[config.mk]
export PLATFORM = sky130hd
export DESIGN_NAME = gms_sequencer
export DESIGN_NICKNAME = d
export VERILOG_FILES = /design/src/design/gms_pkg.sv /design/src/design/gms_fw_if.sv /design/src/design/gms_fw_guard.sv /design/src/design/gms_link_det.sv /design/src/design/gms_sequencer.sv
export SDC_FILE = /design/constraint.sdc
export NUM_CORES = 1
export LEC_CHECK = 0
export BUFFER_PORTS_ARGS = -buffer_cell sky130_fd_sc_hd__clkbuf_2
export CAP_MARGIN = 10
export CELL_PAD_IN_SITES_DETAIL_PLACEMENT = 0
export CELL_PAD_IN_SITES_GLOBAL_PLACEMENT = 1
export CORE_MARGIN = 2
export CORE_UTILIZATION = 37
export CTS_BUF_LIST = sky130_fd_sc_hd__clkbuf_2 sky130_fd_sc_hd__clkbuf_4 sky130_fd_sc_hd__clkbuf_8
export DETAILED_ROUTE_END_ITERATION = 12
export GPL_ROUTABILITY_DRIVEN = 0
export PLACE_DENSITY_LB_ADDON = 0.05
export SETUP_SLACK_MARGIN = 0.4
export SYNTH_ARGS = -nofsm -noshare
export SYNTH_HDL_FRONTEND = slang
export SYNTH_SLANG_ARGS = --single-unit
export TNS_END_PERCENT = 1
[constraint.sdc]
create_clock -name CLK -period 4.9 [get_ports CLK]
set_input_delay 0.98 -clock CLK [delete_from_list [all_inputs] [get_ports CLK]]
set_output_delay 0.98 -clock CLK [all_outputs]
set_load 0.01 [all_outputs]
[src/design/gms_pkg.sv]
// Package for the gateway mode sequencer: modes, command bytes, timing.
// Assumes a 50 MHz system clock and byte-wide serial command input.
package gms_pkg;
   localparam int unsigned CLK_HZ = 50_000_000;
   localparam logic [7:0] CMD_FW_REQ = 8'h06;
   localparam logic [7:0] ANS_YES = 8'h4A;
   localparam logic [7:0] ANS_NO = 8'h4E;
   localparam logic [7:0] QUERY_CHAR = 8'h3F;
   localparam logic [31:0] FIXED_IP = 32'h0A0A0A0A;
   localparam int unsigned UART_MAX_BAUD = 625_000;
   localparam logic [15:0] UART_MIN_DIV = 16'(CLK_HZ / UART_MAX_BAUD);
   localparam logic [15:0] UART_DIV_RST = 16'h01B2;
   localparam int unsigned SELFTEST_CYC = 16;
   localparam int unsigned RESTART_CYC = 8;
   localparam int unsigned LINK_PROBE_CYC = 64;
   typedef enum logic [2:0] {
      GMS_MODE_DATA = 3'h0,
      GMS_MODE_CONFIG = 3'h1,
      GMS_MODE_FWUPD = 3'h2,
      GMS_MODE_DEBUG = 3'h3
   } gms_mode_t;
   typedef enum logic [1:0] {
      GMS_SPD_NONE = 2'h0,
      GMS_SPD_10 = 2'h1,
      GMS_SPD_100 = 2'h2
   } gms_speed_t;
endpackage

[src/design/gms_fw_if.sv]
// Carrier between the sequencer and its firmware-update guard.
// Assumes a single clock domain shared by both ends.
`timescale 1ns/100ps
`default_nettype none
interface gms_fw_if;
   logic start;
   logic data_valid;
   logic [31:0] dest_ip;
   logic accepted;
   logic busy;
   logic old_invalid;
   modport seq (output start, output data_valid, output dest_ip,
      input accepted, input busy, input old_invalid);
   modport guard (input start, input data_valid, input dest_ip,
      output accepted, output busy, output old_invalid);
endinterface
`default_nettype wire

[src/design/gms_fw_guard.sv]
// Firmware replacement guard: address filter and irreversible progress flag.
// Assumes the sequencer presents the address valid for the current mode.
`timescale 1ns/100ps
`default_nettype none
module gms_fw_guard (
   input wire logic clk,
   input wire logic rst,
   input wire logic [31:0] own_ip,
   input wire logic fw_mode,
   gms_fw_if.guard fw
);
   logic busy_reg;
   logic inval_reg;
   logic acc_reg;
   logic [31:0] want_ip;
   // fixed address in update mode, else R6: own address
   assign want_ip = fw_mode ? gms_pkg::FIXED_IP : own_ip;
   always_ff @(posedge clk) begin
      if (rst) begin
         acc_reg <= 1'b0;
      end else begin
         acc_reg <= fw.data_valid && (fw.dest_ip == want_ip);
      end
   end
   // no abort path once started; old image stays invalid
   always_ff @(posedge clk) begin
      if (rst) begin
         busy_reg <= 1'b0;
         inval_reg <= 1'b0;
      end else if (fw.start && (fw.dest_ip == want_ip)) begin
         busy_reg <= 1'b1;
         inval_reg <= 1'b1;
      end
   end
   assign fw.accepted = acc_reg;
   assign fw.busy = busy_reg;
   assign fw.old_invalid = inval_reg;
endmodule // gms_fw_guard
`default_nettype wire

[src/design/gms_link_det.sv]
// Network link rate detector: classifies link pulse spacing as 10 or 100.
// Assumes PULSE is a one-cycle strobe per received link symbol group.
`timescale 1ns/100ps
`default_nettype none
module gms_link_det #(
   parameter int unsigned THRESH = gms_pkg::LINK_PROBE_CYC
) (
   input wire logic clk,
   input wire logic rst,
   input wire logic pulse,
   output gms_pkg::gms_speed_t speed
);
   logic [7:0] gap_reg;
   gms_pkg::gms_speed_t speed_reg;
   // automatic rate choice from pulse spacing
   always_ff @(posedge clk) begin
      if (rst) begin
         gap_reg <= 8'h00;
         speed_reg <= gms_pkg::GMS_SPD_NONE;
      end else if (pulse) begin
         gap_reg <= 8'h00;
         speed_reg <= (gap_reg < 8'(THRESH)) ? gms_pkg::GMS_SPD_100 : gms_pkg::GMS_SPD_10;
      end else if (gap_reg != 8'hFF) begin
         gap_reg <= gap_reg + 8'h01;
      end else begin
         speed_reg <= gms_pkg::GMS_SPD_NONE;
      end
   end
   assign speed = speed_reg;
endmodule // gms_link_det
`default_nettype wire

[src/design/gms_sequencer.sv]
// Gateway mode sequencer: picks the operating mode and runs the
// update confirmation dialogue on the configuration port.
// Assumes bytes arrive as one-cycle strobes, all inputs synchronous to CLK.
//
// Notes on behaviour
// Boot strap held low through power-up starts the device in update mode.
// In configuration mode byte 0x06 requests update mode and sends a query.
// Host answers J or N; only these two bytes decide.
// Yes answer restarts the device into update mode.
// Update mode accepts the update only at address 10.10.10.10.
// Data exchange and configuration modes accept updates at own address.
// A started replacement cannot be aborted; the old image is invalid.
// Configuration mode begins with a self-test; commands only after a pass.
// Data exchange mode runs script and drives the network side.
// Serial rate divisor is script-set, never faster than 625 Kbaud.
// Network side auto-detects 10 or 100 MBaud.
// Data exchange mode whenever not configuration, update or debug.
// A no answer keeps configuration mode without restart.
`timescale 1ns/100ps
`default_nettype none
module gms_sequencer #(
   parameter int unsigned SELFTEST_CYC = gms_pkg::SELFTEST_CYC,
   parameter int unsigned RESTART_CYC = gms_pkg::RESTART_CYC
) (
   input wire logic CLK,
   input wire logic RST,
   input wire logic BOOT_STRAP_N,
   input wire logic CONFIG_REQ_N,
   input wire logic DEBUG_REQ,
   input wire logic [7:0] RX_DATA,
   input wire logic RX_VALID,
   input wire logic SELFTEST_OK,
   input wire logic SCRIPT_DIV_WR,
   input wire logic [15:0] SCRIPT_DIV,
   input wire logic [31:0] OWN_IP,
   input wire logic FW_START,
   input wire logic FW_DATA_VALID,
   input wire logic [31:0] FW_DEST_IP,
   input wire logic LINK_PULSE,
   output gms_pkg::gms_mode_t MODE,
   output logic [7:0] TX_DATA,
   output logic TX_VALID,
   output logic CMD_READY,
   output logic SELFTEST_FAIL,
   output logic SCRIPT_RUN,
   output logic BUS_ACTIVE,
   output logic [15:0] UART_DIV,
   output logic FW_ACCEPT,
   output logic FW_BUSY,
   output logic FW_OLD_INVALID,
   output logic [1:0] LINK_SPEED
);
   typedef enum {
      S_BOOT,
      S_SELFTEST,
      S_CMD_WAIT,
      S_CONFIRM,
      S_RESTART,
      S_RUN,
      S_FAIL
   } gms_state_t;

   gms_state_t state_reg;
   gms_pkg::gms_mode_t mode_reg;
   gms_pkg::gms_speed_t speed_w;
   logic [7:0] cnt_reg;
   logic fw_restart_reg;
   logic [7:0] tx_data_reg;
   logic tx_valid_reg;
   logic cmd_ready_reg;
   logic fail_reg;
   logic script_reg;
   logic bus_reg;
   logic [15:0] div_reg;
   logic acc_reg;
   logic busy_reg;
   logic inval_reg;
   logic [1:0] speed_reg;

   gms_fw_if fw_bus ();

   assign fw_bus.start = FW_START;
   assign fw_bus.data_valid = FW_DATA_VALID;
   assign fw_bus.dest_ip = FW_DEST_IP;

   gms_fw_guard u_guard (
      .clk(CLK),
      .rst(RST),
      .own_ip(OWN_IP),
      .fw_mode(mode_reg == gms_pkg::GMS_MODE_FWUPD),
      .fw(fw_bus.guard)
   );

   gms_link_det u_link (
      .clk(CLK),
      .rst(RST),
      .pulse(LINK_PULSE),
      .speed(speed_w)
   );

   // Strap is sampled on the first clocked step after reset, never under it
   always_ff @(posedge CLK) begin
      if (RST) begin
         state_reg <= S_BOOT;
         mode_reg <= gms_pkg::GMS_MODE_DATA;
         cnt_reg <= 8'h00;
         fw_restart_reg <= 1'b0;
      end else begin
         unique case (state_reg)
            S_BOOT: begin
               cnt_reg <= 8'h00;
               // strap low forces update mode
               if (!BOOT_STRAP_N || fw_restart_reg) begin
                  mode_reg <= gms_pkg::GMS_MODE_FWUPD;
                  state_reg <= S_RUN;
               end else if (!CONFIG_REQ_N) begin
                  mode_reg <= gms_pkg::GMS_MODE_CONFIG;
                  state_reg <= S_SELFTEST;
               end else if (DEBUG_REQ) begin
                  mode_reg <= gms_pkg::GMS_MODE_DEBUG;
                  state_reg <= S_RUN;
               end else begin
                  // data exchange is the default mode
                  mode_reg <= gms_pkg::GMS_MODE_DATA;
                  state_reg <= S_RUN;
               end
               fw_restart_reg <= 1'b0;
            end
            S_SELFTEST: begin
               // self-test time before judging the result
               if (cnt_reg == 8'(SELFTEST_CYC - 1)) begin
                  cnt_reg <= 8'h00;
                  state_reg <= SELFTEST_OK ? S_CMD_WAIT : S_FAIL;
               end else begin
                  cnt_reg <= cnt_reg + 8'h01;
               end
            end
            S_CMD_WAIT: begin
               // update request byte opens the query
               if (RX_VALID && RX_DATA == gms_pkg::CMD_FW_REQ) begin
                  state_reg <= S_CONFIRM;
               end
            end
            S_CONFIRM: begin
               // only J or N decide; anything else is ignored
               if (RX_VALID && RX_DATA == gms_pkg::ANS_YES) begin
                  state_reg <= S_RESTART;
                  cnt_reg <= 8'h00;
               // no keeps configuration mode, no restart
               end else if (RX_VALID && RX_DATA == gms_pkg::ANS_NO) begin
                  state_reg <= S_CMD_WAIT;
               end
            end
            S_RESTART: begin
               // restart lands in update mode
               if (cnt_reg == 8'(RESTART_CYC - 1)) begin
                  fw_restart_reg <= 1'b1;
                  state_reg <= S_BOOT;
               end else begin
                  cnt_reg <= cnt_reg + 8'h01;
               end
            end
            S_RUN: begin
               state_reg <= S_RUN;
            end
            S_FAIL: begin
               state_reg <= S_FAIL;
            end
         endcase
      end
   end

   // query character sent once on entering confirmation
   always_ff @(posedge CLK) begin
      if (RST) begin
         tx_data_reg <= 8'h00;
         tx_valid_reg <= 1'b0;
      end else begin
         tx_valid_reg <= (state_reg == S_CMD_WAIT) && RX_VALID
            && (RX_DATA == gms_pkg::CMD_FW_REQ);
         tx_data_reg <= gms_pkg::QUERY_CHAR;
      end
   end

   // commands accepted only after a passed self-test
   always_ff @(posedge CLK) begin
      if (RST) begin
         cmd_ready_reg <= 1'b0;
         fail_reg <= 1'b0;
      end else begin
         cmd_ready_reg <= (state_reg == S_CMD_WAIT);
         fail_reg <= (state_reg == S_FAIL);
      end
   end

   // script and bus active only in data exchange
   always_ff @(posedge CLK) begin
      if (RST) begin
         script_reg <= 1'b0;
         bus_reg <= 1'b0;
      end else begin
         script_reg <= (state_reg == S_RUN) && (mode_reg == gms_pkg::GMS_MODE_DATA);
         bus_reg <= (state_reg == S_RUN) && (mode_reg == gms_pkg::GMS_MODE_DATA);
      end
   end

   // divisor clamped so the rate never exceeds the ceiling
   always_ff @(posedge CLK) begin
      if (RST) begin
         div_reg <= gms_pkg::UART_DIV_RST;
      end else if (SCRIPT_DIV_WR) begin
         div_reg <= (SCRIPT_DIV < gms_pkg::UART_MIN_DIV) ? gms_pkg::UART_MIN_DIV : SCRIPT_DIV;
      end
   end

   // update accept passed in data, config and update modes, not debug; start and busy are not gated
   always_ff @(posedge CLK) begin
      if (RST) begin
         acc_reg <= 1'b0;
         busy_reg <= 1'b0;
         inval_reg <= 1'b0;
         speed_reg <= 2'h0;
      end else begin
         acc_reg <= fw_bus.accepted && (mode_reg != gms_pkg::GMS_MODE_DEBUG);
         busy_reg <= fw_bus.busy;
         inval_reg <= fw_bus.old_invalid;
         speed_reg <= speed_w;
      end
   end

   assign MODE = mode_reg;
   assign TX_DATA = tx_data_reg;
   assign TX_VALID = tx_valid_reg;
   assign CMD_READY = cmd_ready_reg;
   assign SELFTEST_FAIL = fail_reg;
   assign SCRIPT_RUN = script_reg;
   assign BUS_ACTIVE = bus_reg;
   assign UART_DIV = div_reg;
   assign FW_ACCEPT = acc_reg;
   assign FW_BUSY = busy_reg;
   assign FW_OLD_INVALID = inval_reg;
   assign LINK_SPEED = speed_reg;
endmodule // gms_sequencer
`default_nettype wire

==> results.sh <==
export IMPL_post_synth_num_cell_types=58
export IMPL_postLayoutSetupSlackWorst_ps=2357
export IMPL_crit_path_max_incr_delay_ps=830
export IMPL_finalCoreUtilization_pct=47.64
export IMPL_netlist_instances=356
export IMPL_setup_repair_after_global_routing_missed_its_margin="no"
export IMPL_preCtsSetupSlack_ps=2053
export IMPL_drt_vias_per_instance=5.111
export IMPL_path_max_fanout=26
export IMPL_startpoint="MODE[1]"
export IMPL_arrival_ps=2780
export IMPL_finalSetupViolCount=0
export IMPL_wl_per_cell_microns=12.36
export IMPL_groute_usage_overall_pct=16.93
export IMPL_grt_antenna_before_repair=0
export IMPL_drt_initial_drc_count=91
export IMPL_synth_edf_count=0
export IMPL_cp_buffers_inverters=0
export IMPL_design_die_area_sq_um=8602
export IMPL_cts_buffers=5
export IMPL_crit_required_ps=5140
export IMPL_num_fill_cells=816
export IMPL_cts_htree_levels=2
export IMPL_end_kind="flop"
export IMPL_grt_max_degree=33
export IMPL_power_density_cell_area_nw_per_um2=308.8
export IMPL_ys_seq_elements=51
export IMPL_globalRouteMet1Util_pct=20.53
export IMPL_antenna_violating_nets_post_route=0
export IMPL_ios=136
export IMPL_worst_r2r_path_depth=6
export IMPL_cts_path_max_buffers=2
export IMPL_grt_pass1_vias=2738
export IMPL_timing_rr_end="u_guard.fw.accepted"
export IMPL_finalCriticalPeriod_ps=2543
export IMPL_most_frequent_cells_in_the_layout="sky130_fd_sc_hd__clkbuf_2 (132), sky130_fd_sc_hd__dfxtp_1 (51), sky130_fd_sc_hd__nor2_1 (47)"
export IMPL_grt_remaining_overflow=0
export IMPL_synth_warning_count=0
export IMPL_grt_most_used_layer="met2"
export IMPL_design_core_area_sq_um=7687
export IMPL_finalCritPeriodShare_pct=51.90
export IMPL_clk_latency_ps=300
export IMPL_critical_path_top_delay_family="simple AND/OR/NAND/NOR gates"
export IMPL_drc=0
export IMPL_dominant_cells_by_area_after_synthesis="sky130_fd_sc_hd__dfxtp_1 (35%), sky130_fd_sc_hd__nor2_1 (6.1%), sky130_fd_sc_hd__xnor2_1 (4.5%)"
export IMPL_cp_cell_sequence="nor2b_2, a21oi_1, o32ai_1, nand4_1, nor4_1, and3_1"
export IMPL_grt_first_pass_wirelength_microns=11870
export IMPL_max_cap_violations=0
export IMPL_placement_io_buffers=132
export IMPL_antenna_cells=0
export IMPL_clock_tree_root_cell="sky130_fd_sc_hd__clkbuf_8"
export IMPL_groute_layer_met2_usage_pct=28.28
export IMPL_setup_tns_ps=0
export IMPL_drt_pass1_iterations=4
export IMPL_largest_register_ff_count=16
export IMPL_cts_repair_timing_setup_buffer_count=0
export IMPL_syn_area_per_cell_sq_um=8.186
export IMPL_tritoncts="built"
export IMPL_synth_top_cell_area_share_pct=35.04
export IMPL_place_hpwl_microns=5699
export IMPL_final_common_cell="sky130_fd_sc_hd__clkbuf_2"
export IMPL_slew_viol_final=0
export IMPL_reg2reg_slack_ps=2360
export IMPL_finalHoldViolCount=0
export IMPL_p_leak_nw=1.667
export IMPL_wirelength_microns=7133
export IMPL_post_synth_instance_area_sq_um=2914
export IMPL_report_power_total_mw=1.131
export IMPL_ys_async_sr_fraction_pct=0
export IMPL_critPathSlowestCell="sky130_fd_sc_hd__nor2b_2"
export IMPL_dominantRegCellSynth="sky130_fd_sc_hd__dfxtp_1"
export IMPL_critical_path_end="u_guard.fw.accepted"
export IMPL_clk_pin_slew_worst_paths_ps=80
export IMPL_dieHeight_microns=92.75
export IMPL_fmax_ghz=0.3932
export IMPL_drive_above_1_share_pct=32.21
export IMPL_irDropWorstVdd_uv=130.7
export IMPL_initial_utilization_pct=37.91
export IMPL_nets=576
export IMPL_global_route_usage_met3_pct=5.045
export IMPL_finalClockSkew_ps=10.18
export IMPL_flow_area_growth_from_synthesis_pct=25.68
export IMPL_post_cts_resized_instances=0
export IMPL_floorplan_die_width_microns=92.75
export IMPL_cts_num_sinks=51
export IMPL_synth_largest_area_cell="sky130_fd_sc_hd__dfxtp_1"
export IMPL_worst_slew_margin_relative_to_its_limit_pct=35.07
export IMPL_placementRows=32
export IMPL_hp_class="flop to flop"
export IMPL_worst_pin_slew_ps=969.6
export IMPL_vias=2949
export IMPL_rr_startpoint="MODE[1]"
export IMPL_timing_setup_critical_path_class="flop to flop"
export IMPL_worstSetupPathDepth=6
export IMPL_critPathLaunchType="flop"
export IMPL_synth_seq_area_share_pct=35.04
export IMPL_cts_hold_buffers=0
export IMPL_status="complete, no violations"
## worst reg2reg max path, stage by stage, from the launching register on
cell,delay [ps]
sky130_fd_sc_hd__dfxtp_1,440
sky130_fd_sc_hd__nor2b_2,830
sky130_fd_sc_hd__a21oi_1,80
sky130_fd_sc_hd__o32ai_1,360
sky130_fd_sc_hd__nand4_1,190
sky130_fd_sc_hd__nor4_1,380
sky130_fd_sc_hd__and3_1,210
## routing by layer
layer	routed length (microns)	part of all wire, %
met1	3178	45
met4	191	2.7
met2	3233	45
met5	0	0
met3	530	7.4
## cell usage after synthesis, drive strengths merged (8+ instances only)
cell type	instances
buf	15
dfxtp	51
xnor2	15
a31oi	15
inv	23
mux2i	12
a21oi	16
nand3	11
o32ai	12
nor4	9
o21ai	10
nand4	9
nor2	49
nand2	17
xor2	8
## report_power, final
part | switching [mW] | leakage, nW | internal, mW
Sequential | 0.0638 | 0.417 | 0.449
Clock | 0.135 | 0.0440 | 0.0979
Combinational | 0.211 | 1.21 | 0.174
## logic make-up after synthesis
logic type,synth area share [%]
and+or+nand+nor,24.39
xor gates and xnor gates,6.913
buffers and inverters,7.514
other,0.1287
DFF,35.04
AOI/OAI and AO/OA,21.04
adders and majority gates,0.8586
muxes,4.122
## cell type report
| cell class | count | area, sq um | area share [%] |
|---|---|---|---|
| Sequential cell | 51 | 1021 | 27.88 |
| Clock inverter | 2 | 13.76 | 0.3758 |
| Multi-Input combinational cell | 262 | 1684 | 45.99 |
| Clock buffer | 5 | 68.82 | 1.879 |
| Timing Repair Buffer | 132 | 660.6 | 18.04 |
| Tap cell | 102 | 127.6 | 3.485 |
| Inverter | 23 | 86.33 | 2.357 |
## through the flow
step	instances	area [sq um]	hold WS (ps)
after detailed placement	570	3580	451.1
final	577	3662	462.6
after global routing	577	3662	489.8
after global placement	570	3580	447.2
after floorplan	358	2922	429.0
after CTS	577	3662	470.8
## worst min-delay path by stage
stage | endpoint | depth (start not counted) | slack, ps | startpoint
floorplan | FW_ACCEPT | 1 | 430 | u_guard.fw.accepted
global placement | FW_ACCEPT | 1 | 450 | u_guard.fw.accepted
detailed placement | FW_ACCEPT | 1 | 450 | u_guard.fw.accepted
CTS | FW_ACCEPT | 1 | 470 | u_guard.fw.accepted
global route | LINK_SPEED[0] | 1 | 490 | u_link.speed[0]
finish | FW_ACCEPT | 1 | 460 | u_guard.fw.accepted
(Power assumes the default switching activity.)
